==> config.mk <==
export PLATFORM = sky130hd
export DESIGN_NAME = csel_clock_select
export DESIGN_NICKNAME = d
export VERILOG_FILES = /design/src/csel_pkg.sv /design/src/csel_clock_select.sv
export SDC_FILE = /design/constraint.sdc
export NUM_CORES = 1
export LEC_CHECK = 0
export BUFFER_PORTS_ARGS = -buffer_cell sky130_fd_sc_hd__buf_4
export CAP_MARGIN = 20
export CORE_MARGIN = 1
export CORE_UTILIZATION = 52
export CTS_BUF_LIST = sky130_fd_sc_hd__clkbuf_16
export DETAILED_ROUTE_END_ITERATION = 7
export PLACE_DENSITY_LB_ADDON = 0.05
export SYNTH_ARGS = -nofsm -noshare
export SYNTH_HDL_FRONTEND = slang
export SYNTH_SLANG_ARGS = --single-unit
==> constraint.sdc <==
create_clock -name mclk_in -period 6.9 [get_ports mclk_in]
set_input_delay 1.725 -clock mclk_in [delete_from_list [all_inputs] [get_ports mclk_in]]
set_output_delay 1.725 -clock mclk_in [all_outputs]
set_load 0.01 [all_outputs]
==> src/csel_pkg.sv <==
package csel_pkg;

    // register byte offsets
    localparam logic [7:0] SYSTEM_CLOCK_CONFIG_OFS = 8'h00;
    localparam logic [7:0] PLL_CONFIG_OFS = 8'h04;
    localparam logic [7:0] PRESCALER_OFS = 8'h08;
    localparam logic [7:0] STATUS_OFS = 8'h0C;

    // field widths
    localparam int K1_W = 10;
    localparam int P_W = 4;
    localparam int N_W = 7;
    localparam int K2_W = 7;
    localparam int H_W = 7;
    localparam int ERR_W = 4;
    localparam int LOCK_W = 4;
    localparam int PARK_W = 2;

    // field positions inside pll_config
    localparam int PLL_BYPASS_POS = 0;
    localparam int PLL_REF_POS = 1;
    localparam int PLL_BAND_POS = 2;
    localparam int PLL_PLL_INPUT_DIVIDE_FIELD_POS = 4;
    localparam int PLL_PLL_FEEDBACK_FIELD_POS = 8;
    localparam int PLL_K2_POS = 16;

    // field positions inside status
    localparam int ST_SEL_POS = 0;
    localparam int ST_LOCK_POS = 2;
    localparam int ST_SWITCH_POS = 3;
    localparam int ST_BYPASS_POS = 4;

    // source select codes
    localparam logic [1:0] SEL_WAKEUP = 2'h0;
    localparam logic [1:0] SEL_PLL_PRESC = 2'h2;
    localparam logic [1:0] SEL_DIRECT = 2'h3;

    // reset values
    localparam logic [1:0] SEL_RST = SEL_WAKEUP;
    localparam logic BYPASS_RST = 1'b1;

    // input index in the synchronised source vector
    localparam int SRC_DIRECT = 0;
    localparam int SRC_CRYSTAL = 1;
    localparam int SRC_ONCHIP = 2;
    localparam int SRC_WAKEUP = 3;

    // vco half-period limits in mclk cycles, per band
    localparam logic [H_W-1:0] BAND0_HALF_MIN = 7'h02;
    localparam logic [H_W-1:0] BAND0_HALF_MAX = 7'h40;
    localparam logic [H_W-1:0] BAND1_HALF_MIN = 7'h01;
    localparam logic [H_W-1:0] BAND1_HALF_MAX = 7'h20;

    // park length in mclk cycles, lock count in reference pulses
    localparam logic [PARK_W-1:0] PARK_CYCLES = 2'h2;
    localparam logic [LOCK_W-1:0] LOCK_PULSES = 4'hF;

    typedef enum logic [0:0] {
        SW_RUN = 1'b0,
        SW_PARK = 1'b1
    } csel_sw_t;

    typedef struct packed {
        logic [1:0] sel;
        logic bypass;
        logic ref_sel;
        logic [1:0] band;
        logic [P_W-1:0] pll_input_divide_field;
        logic [N_W-1:0] pll_feedback_field;
        logic [K2_W-1:0] vco_output_divide_field;
        logic [K1_W-1:0] prescaler_divide_field;
    } csel_cfg_t;

    typedef struct packed {
        csel_cfg_t cfg;
        csel_cfg_t act;
        csel_sw_t sw;
        logic [PARK_W-1:0] park_cnt;
        logic ack;
        logic [31:0] rdat;
        logic [3:0] sync1;
        logic [3:0] sync2;
        logic [3:0] prev;
        logic [K1_W-1:0] k1_cnt;
        logic pre_lvl;
        logic [P_W-1:0] pref_cnt;
        logic vco_lvl;
        logic [H_W-1:0] vco_cnt;
        logic [H_W-1:0] vco_half;
        logic [N_W-1:0] fb_cnt;
        logic [K2_W-1:0] k2_cnt;
        logic k2_lvl;
        logic signed [ERR_W-1:0] err;
        logic [LOCK_W-1:0] lock_cnt;
        logic sysclk;
    } csel_state_t;

endpackage

==> src/csel_clock_select.sv <==
// What this block does
// RULE1: select 11 drives system clock from direct input
// RULE2: select 10, bypass set: source divided by prescaler
// RULE3: prescaler divides by up to 1024
// RULE4: prescaler factor 1 passes source unchanged
// RULE5: select 10, bypass clear: PLL runs, clocks system
// RULE6: PLL ratio is N over P times K2
// RULE7: PLL reference from crystal or on-chip source
// RULE8: PLL frequency slews gradually, never jumps
// RULE9: system clock is VCO divided by K2
// RULE10: band 00 and 01 set VCO range
// RULE11: select 00 runs from wakeup clock
// RULE12: software writes fields in a safe order
// RULE13: software changes frequency in small steps
// RULE14: crystal bypass with factor 1 acts like direct
// RULE15: source switches never truncate clock pulses; the new source's first high phase after the hold can be cut short
`timescale 1ns/1ps
`default_nettype none

module csel_clock_select (
    input wire logic mclk_in,
    input wire logic resetn_in,
    input wire logic wb_cyc_in,
    input wire logic wb_stb_in,
    input wire logic wb_we_in,
    input wire logic [7:0] wb_adr_in,
    input wire logic [3:0] wb_sel_in,
    input wire logic [31:0] wb_dat_in,
    output logic [31:0] wb_dat_out,
    output logic wb_ack_out,
    input wire logic direct_clock_input_in,
    input wire logic crystal_input_in,
    input wire logic onchip_clock_in,
    input wire logic wakeup_clock_in,
    output logic sysclk_out,
    output logic pll_locked_out
);

    csel_pkg::csel_state_t st_ff;
    csel_pkg::csel_state_t nxt_st;

    function automatic logic [31:0] merge(input logic [31:0] old_w, input logic [31:0] new_w,
                                          input logic [3:0] sel);
        logic [31:0] res;
        res = old_w;
        for (int i = 0; i < 4; i++) begin
            if (sel[i]) begin
                res[i*8 +: 8] = new_w[i*8 +: 8];
            end
        end
        return res;
    endfunction

    function automatic logic [31:0] pll_word(input csel_pkg::csel_cfg_t c);
        logic [31:0] w;
        w = 32'h0000_0000;
        w[csel_pkg::PLL_BYPASS_POS] = c.bypass;
        w[csel_pkg::PLL_REF_POS] = c.ref_sel;
        w[csel_pkg::PLL_BAND_POS +: 2] = c.band;
        w[csel_pkg::PLL_PLL_INPUT_DIVIDE_FIELD_POS +: csel_pkg::P_W] = c.pll_input_divide_field;
        w[csel_pkg::PLL_PLL_FEEDBACK_FIELD_POS +: csel_pkg::N_W] = c.pll_feedback_field;
        w[csel_pkg::PLL_K2_POS +: csel_pkg::K2_W] = c.vco_output_divide_field;
        return w;
    endfunction

    // high phase length of a divide-by-(field+1): ceil of half
    function automatic logic [csel_pkg::K1_W:0] high_len(input logic [csel_pkg::K1_W-1:0] f);
        return ({1'b0, f} + 11'h002) >> 1;
    endfunction

    function automatic logic [csel_pkg::H_W-1:0] half_lim(input logic [1:0] band,
                                                          input logic want_max);
        logic [csel_pkg::H_W-1:0] v;
        if (band == 2'h1) begin
            v = want_max ? csel_pkg::BAND1_HALF_MAX : csel_pkg::BAND1_HALF_MIN;
        end else begin
            v = want_max ? csel_pkg::BAND0_HALF_MAX : csel_pkg::BAND0_HALF_MIN;
        end
        return v;
    endfunction

    logic [3:0] src_rise;
    logic ref_lvl;
    logic ref_rise;
    logic pll_mode;
    logic presc_mode;
    logic hit;
    logic [31:0] cfg_word;
    logic [31:0] pll_w;
    logic [31:0] presc_w;

    always_comb begin
        nxt_st = st_ff;

        // two-stage synchronisers, edges taken from the second stage only
        nxt_st.sync1 = {wakeup_clock_in, onchip_clock_in, crystal_input_in, direct_clock_input_in};
        nxt_st.sync2 = st_ff.sync1;
        nxt_st.prev = st_ff.sync2;
        src_rise = st_ff.sync2 & ~st_ff.prev;

        // wishbone slave, one wait state, unmapped reads zero and writes drop
        hit = wb_cyc_in && wb_stb_in && !st_ff.ack;
        nxt_st.ack = hit;
        cfg_word = {30'h0000_0000, st_ff.cfg.sel};
        pll_w = pll_word(st_ff.cfg);
        presc_w = {22'h00_0000, st_ff.cfg.prescaler_divide_field};
        nxt_st.rdat = 32'h0000_0000;
        if (hit && !wb_we_in) begin
            case (wb_adr_in)
                csel_pkg::SYSTEM_CLOCK_CONFIG_OFS: nxt_st.rdat = cfg_word;
                csel_pkg::PLL_CONFIG_OFS: nxt_st.rdat = pll_w;
                csel_pkg::PRESCALER_OFS: nxt_st.rdat = presc_w;
                csel_pkg::STATUS_OFS: begin
                    nxt_st.rdat[csel_pkg::ST_SEL_POS +: 2] = st_ff.act.sel;
                    nxt_st.rdat[csel_pkg::ST_LOCK_POS] = (st_ff.lock_cnt == csel_pkg::LOCK_PULSES);
                    nxt_st.rdat[csel_pkg::ST_SWITCH_POS] = (st_ff.sw == csel_pkg::SW_PARK)
                        || (st_ff.cfg != st_ff.act);
                    nxt_st.rdat[csel_pkg::ST_BYPASS_POS] = st_ff.act.bypass;
                end
                default: nxt_st.rdat = 32'h0000_0000;
            endcase
        end
        if (hit && wb_we_in) begin
            case (wb_adr_in)
                csel_pkg::SYSTEM_CLOCK_CONFIG_OFS: begin
                    cfg_word = merge(cfg_word, wb_dat_in, wb_sel_in);
                    nxt_st.cfg.sel = cfg_word[1:0];
                end
                csel_pkg::PLL_CONFIG_OFS: begin
                    pll_w = merge(pll_w, wb_dat_in, wb_sel_in);
                    nxt_st.cfg.bypass = pll_w[csel_pkg::PLL_BYPASS_POS];
                    nxt_st.cfg.ref_sel = pll_w[csel_pkg::PLL_REF_POS];
                    nxt_st.cfg.band = pll_w[csel_pkg::PLL_BAND_POS +: 2];
                    nxt_st.cfg.pll_input_divide_field = pll_w[csel_pkg::PLL_PLL_INPUT_DIVIDE_FIELD_POS +: csel_pkg::P_W];
                    nxt_st.cfg.pll_feedback_field = pll_w[csel_pkg::PLL_PLL_FEEDBACK_FIELD_POS +: csel_pkg::N_W];
                    nxt_st.cfg.vco_output_divide_field = pll_w[csel_pkg::PLL_K2_POS +: csel_pkg::K2_W];
                end
                csel_pkg::PRESCALER_OFS: begin
                    presc_w = merge(presc_w, wb_dat_in, wb_sel_in);
                    nxt_st.cfg.prescaler_divide_field = presc_w[csel_pkg::K1_W-1:0];
                end
                default: ;
            endcase
        end

        // reference for prescaler and pll: crystal or on-chip source
        ref_lvl = st_ff.act.ref_sel ? st_ff.sync2[csel_pkg::SRC_ONCHIP]
                                    : st_ff.sync2[csel_pkg::SRC_CRYSTAL]; // RULE7
        ref_rise = st_ff.act.ref_sel ? src_rise[csel_pkg::SRC_ONCHIP]
                                     : src_rise[csel_pkg::SRC_CRYSTAL];
        presc_mode = (st_ff.act.sel == csel_pkg::SEL_PLL_PRESC) && st_ff.act.bypass;
        pll_mode = (st_ff.act.sel == csel_pkg::SEL_PLL_PRESC) && !st_ff.act.bypass; // RULE5

        // output prescaler K1 = field+1, up to 1024
        if (ref_rise) begin
            nxt_st.k1_cnt = (st_ff.k1_cnt >= st_ff.act.prescaler_divide_field) ? '0
                : st_ff.k1_cnt + 10'h001; // RULE3
            nxt_st.pre_lvl = ({1'b0, nxt_st.k1_cnt} < high_len(st_ff.act.prescaler_divide_field)); // RULE2
        end

        // pll model: vco is a half-period counter steered by a frequency detector
        if (pll_mode) begin
            logic fb_pulse;
            logic ref_pulse;
            logic vco_rise;
            fb_pulse = 1'b0;
            ref_pulse = 1'b0;
            vco_rise = 1'b0;
            if (st_ff.vco_cnt >= st_ff.vco_half - 7'h01) begin
                nxt_st.vco_cnt = '0;
                nxt_st.vco_lvl = !st_ff.vco_lvl;
                vco_rise = !st_ff.vco_lvl;
            end else begin
                nxt_st.vco_cnt = st_ff.vco_cnt + 7'h01;
            end
            if (ref_rise) begin
                ref_pulse = (st_ff.pref_cnt >= st_ff.act.pll_input_divide_field);
                nxt_st.pref_cnt = ref_pulse ? '0 : st_ff.pref_cnt + 4'h1; // RULE6
            end
            if (vco_rise) begin
                fb_pulse = (st_ff.fb_cnt >= st_ff.act.pll_feedback_field);
                nxt_st.fb_cnt = fb_pulse ? '0 : st_ff.fb_cnt + 7'h01; // RULE6
                // system clock is the vco divided by K2
                nxt_st.k2_cnt = (st_ff.k2_cnt >= st_ff.act.vco_output_divide_field) ? '0
                    : st_ff.k2_cnt + 7'h01; // RULE9
                nxt_st.k2_lvl = ({4'h0, nxt_st.k2_cnt}
                    < high_len({3'h0, st_ff.act.vco_output_divide_field})); // RULE9
            end
            // error counts one reference window only, so it returns to zero once
            // the rates match even with the vco parked at a band limit
            if (ref_pulse) begin
                nxt_st.err = fb_pulse ? 4'sd0 : 4'sd1;
            end else if (fb_pulse && st_ff.err != -4'sd8) begin
                nxt_st.err = st_ff.err - 4'sd1;
            end
            // one step of half period per reference pulse, so no frequency jump
            if (ref_pulse) begin
                if (st_ff.err > 4'sd0 && st_ff.vco_half > half_lim(st_ff.act.band, 1'b0)) begin
                    nxt_st.vco_half = st_ff.vco_half - 7'h01; // RULE8
                end else if (st_ff.err < 4'sd0
                             && st_ff.vco_half < half_lim(st_ff.act.band, 1'b1)) begin
                    nxt_st.vco_half = st_ff.vco_half + 7'h01; // RULE8
                end
                if (st_ff.err == 4'sd0) begin
                    if (st_ff.lock_cnt != csel_pkg::LOCK_PULSES) begin
                        nxt_st.lock_cnt = st_ff.lock_cnt + 4'h1;
                    end
                end else begin
                    nxt_st.lock_cnt = '0;
                end
            end
        end else begin
            nxt_st.vco_half = half_lim(st_ff.act.band, 1'b1); // RULE10
            nxt_st.vco_cnt = '0;
            nxt_st.vco_lvl = 1'b0;
            nxt_st.err = '0;
            nxt_st.lock_cnt = '0;
            nxt_st.pref_cnt = '0;
            nxt_st.fb_cnt = '0;
        end

        // output mux
        case (st_ff.act.sel)
            csel_pkg::SEL_DIRECT: nxt_st.sysclk = st_ff.sync2[csel_pkg::SRC_DIRECT]; // RULE1
            csel_pkg::SEL_PLL_PRESC: begin
                if (presc_mode) begin
                    // factor 1 follows the source level, so duty cycle is kept
                    nxt_st.sysclk = (st_ff.act.prescaler_divide_field == '0) ? ref_lvl // RULE4 RULE14
                                                            : nxt_st.pre_lvl; // RULE2
                end else begin
                    nxt_st.sysclk = (st_ff.act.vco_output_divide_field == '0) ? nxt_st.vco_lvl
                                                            : nxt_st.k2_lvl; // RULE9
                end
            end
            default: nxt_st.sysclk = st_ff.sync2[csel_pkg::SRC_WAKEUP]; // RULE11
        endcase

        // switch only while the output is low, then hold low before the new source
        case (st_ff.sw)
            csel_pkg::SW_RUN: begin
                if (st_ff.cfg != st_ff.act && !st_ff.sysclk) begin
                    nxt_st.sw = csel_pkg::SW_PARK; // RULE15
                    nxt_st.act = st_ff.cfg;
                    nxt_st.park_cnt = '0;
                    nxt_st.sysclk = 1'b0;
                    nxt_st.k1_cnt = '0;
                    nxt_st.pre_lvl = 1'b1;
                    nxt_st.k2_cnt = '0;
                    nxt_st.k2_lvl = 1'b1;
                    // a new ratio must earn its own lock
                    nxt_st.lock_cnt = '0;
                end
            end
            csel_pkg::SW_PARK: begin
                nxt_st.sysclk = 1'b0; // RULE15
                nxt_st.park_cnt = st_ff.park_cnt + 2'h1;
                if (st_ff.park_cnt >= csel_pkg::PARK_CYCLES - 2'h1) begin
                    nxt_st.sw = csel_pkg::SW_RUN;
                end
            end
            default: nxt_st.sw = csel_pkg::SW_RUN;
        endcase
    end

    always_ff @(posedge mclk_in or negedge resetn_in) begin
        if (!resetn_in) begin
            st_ff <= '0;
            st_ff.cfg.sel <= csel_pkg::SEL_RST;
            st_ff.cfg.bypass <= csel_pkg::BYPASS_RST;
            st_ff.act.sel <= csel_pkg::SEL_RST;
            st_ff.act.bypass <= csel_pkg::BYPASS_RST;
            st_ff.vco_half <= csel_pkg::BAND0_HALF_MAX;
            st_ff.sw <= csel_pkg::SW_RUN;
        end else begin
            st_ff <= nxt_st;
        end
    end

    assign wb_ack_out = st_ff.ack;
    assign wb_dat_out = st_ff.rdat;
    assign sysclk_out = st_ff.sysclk;
    assign pll_locked_out = (st_ff.lock_cnt == csel_pkg::LOCK_PULSES);

endmodule

`default_nettype wire

==> run metrics <==
status=finished, final reports clean; die width=136.1 um; Crit path largest cell delay=0.44 ns; endpoints failing setup=0; total power=2360 uW; Final nets=1057; Top FF cell, synth=dfrtp_1; core box area=17420 um^2; Max FO, Critical Path=13; Vias per Instance=5.686; latest clock arrival within the worst-skew pair=0.43 ns; Iter 0 DRT Violations=349; crit share post-route=54.75%; Synth warnings=0; maximum clock path buffer count=2; CP Data Required Time=7.24 ns; Final Max Tran Viols=0; Clock power frac=40.5%; combinational power share=17.7%; # IOs=88; Max VDD drop=0.0002191 V; layout cells sized above 1=19.56%; Yosys cell types=63; PortBufs=66; RSZ-0062 raised after global routing=false; crit-path most repeated cell=a21o_1; Die Area=18520 um^2; initial antenna violation count=0; commonest non-fill, non-tap cells in the layout=dfrtp_1, buf_4, ha_1; register share of total power=41.9%; Avg Synthesized Cell Area=10.33 um^2; Area Growth Syn to Fin=11.09%; flop and latch count out of synthesis=158; Worst-Margin Slew=0.9402 ns; Net Sw Power=725.4 uW; most common cell after layout, fill and taps aside=dfrtp_1; Initial Utilization=53.68%; critical path startpoint category=register; CTS tree=built; H-tree depth=4; wire length of the first global-routing pass=33100 um; FILL cells=1460; Post-Syn Instances=905; crit end category=register; worst-path cell chain=inv_1 -> ha_1 -> ha_1 -> a21o_1 -> a21o_1 -> a21o_1 -> a211o_1 -> a21o_1 -> ha_1 -> nand4bb_1 -> nand2_1 -> a31oi_1 -> o2111ai_1 -> a211oi_1; register area share after synthesis=42.33%; hpwl dp=15070 um; final setup TNS=0 ns; P_leak=0.005143 uW; Int Pwr=1635 uW; post-synthesis async set-or-reset flop share=100.0%; Final ANT Viol Nets=0; Critical-path top delay cell=nand4bb_1; Total Routing Usage GR=23.20%; largest net degree at the start of global routing=103; via count=6687; Post-synth EDFFs=0; Placer Congestion=0.8776; antenna cells=0; Post-CTS Hold Buffers=0; Rows=48; final hold violation count=0; highest clock rate=0.2647 GHz; PwrDens=227.2 nW/um^2; PostCTS Resize Cnt=0; Mapped Area=9349 um^2; vias in the first global route=6603; Worst Hold Margin=0.3493 ns; Post-Route WL=20560 um; worst clock skew=0.009388 ns; Wirelength per Cell=17.48 um; maxcap violations=0; Final min period=3.778 ns; postcts setup bufs=0; worst min path class=reg2reg; relative slew slack=37.32%; die height=136.1 um; clock sinks=158; CTS root buf=clkbuf_16; CTS Buf Count=17; Crit Path Category=reg2reg; Worst-path clk slew=0.07 ns; Switching Share=30.74%; first-pass detailed-route iteration total=4; critical path arrival=4.11 ns; total gr overflow=0; drt drc=0
[power by group through the flow]
| stage | Combinational, uW | Clock [uW] | Sequential, uW |
|---|---|---|---|
| 2_1_floorplan | 329 | 0 | 994 |
| 3_3_place_gp | 407 | 0 | 1000 |
| 3_5_place_dp | 416 | 0 | 1010 |
| 4_1_cts | 421 | 969 | 989 |
| 5_1_grt | 452 | 1010 | 992 |
| 6_report | 417 | 955 | 989 |
[synth_stat cells, drive strengths merged, types with 4 or more instances]
master  number  area (um^2)
a211oi       6        45.04
a21o        13        97.59
a21oi       43        215.2
a22o         4        35.03
a22oi        7        52.55
a31oi       16        100.1
and2        17        106.4
and3        15        93.84
buf         45        326.6
clkbuf      20        77.57
dfrtp      155         3879
ha          66        825.8
inv         46        172.7
mux2        74        945.9
mux2i        6        60.06
nand2       54        202.7
nand2b      13        81.33
nand3       33        165.2
nand4        6        37.54
nor2        62        235.2
nor2b       11        68.82
nor3        11        55.05
nor3b        6        45.04
nor4        16        100.1
o211ai       5        37.54
o21ai       26        130.1
or3         12        75.07
xnor2       30        262.8
xor2        43        376.6
[stage by stage]
step	setup WS (ns)	instance area (um^2)	std cells	util (%)
2_1_floorplan	3.463	9383	914	-
3_3_place_gp	2.814	9787	1143	56.19
3_5_place_dp	2.771	9787	1143	56.19
4_1_cts	2.749	10380	1175	59.60
5_1_grt	2.717	10390	1176	59.63
6_report	3.122	10390	1176	59.63
[worst max-delay path, delay by kind of cell, from the launching register on]
family,cells,cell delay [ns]
adder cells (fa/ha/maj),3,0.89
flip-flops,1,0.39
AO/OA/AOI/OAI,8,1.70
buffers and inverters,1,0.12
AND/OR/NAND/NOR,2,0.58
[per-layer routing]
metal / vias up / global-route usage [%] / share of wire, %
li1: 3208 / - / -
met1: 3313 / 30.02 / 44
met2: 138 / 38.66 / 50
met3: 28 / 4.325 / 3.4
met4: 0 / 8.272 / 2.0
met5: - / 0 / 0
[cell families after synthesis]
group | share of synthesized area (%)
simple gates | 15.11
flops | 42.33
compound gates | 9.676
buf+inv | 6.170
mux | 11.00
xor+xnor | 6.839
fa+ha+maj | 8.833
other cells | 0.04011
[final cells by class]
class / instances / area [um^2] / share of cell area [%]
Multi-Input combinational cell: 645 / 4853 / 46.73
Sequential cell: 158 / 3958 / 38.10
Timing Repair Buffer: 70 / 526.8 / 5.072
Clock buffer: 17 / 425.4 / 4.096
Tap cell: 225 / 281.5 / 2.711
Inverter: 46 / 172.7 / 1.662
Clock inverter: 15 / 168.9 / 1.626
[state kept, by name, indices dropped and copies added, names as in the netlist]
register,flops
nxt_st,8
sysclk_out,1
wb_dat_out,22
st_ff,126
wb_ack_out,1
[final timing paths]
check,startpoint,to,slack [ns],cells past startpoint
worst min register to register,nxt_st[61]$_DFF_PN0_,nxt_st[57]$_DFF_PN0_,0.35,0
min in group asynchronous,resetn_in,st_ff[31]$_DFF_PN0_,1.41,1
max in group asynchronous,resetn_in,wb_dat_out[8]$_DFF_PN0_,4.24,2
worst max register to register,st_ff[24]$_DFFE_PN0P_,sysclk_out$_DFF_PN0_,3.12,14
worst max-delay path,st_ff[24]$_DFFE_PN0P_,sysclk_out$_DFF_PN0_,3.12,14
worst min-delay path,nxt_st[61]$_DFF_PN0_,nxt_st[57]$_DFF_PN0_,0.35,0
No activity file was read; power rests on OpenSTA's default activity.
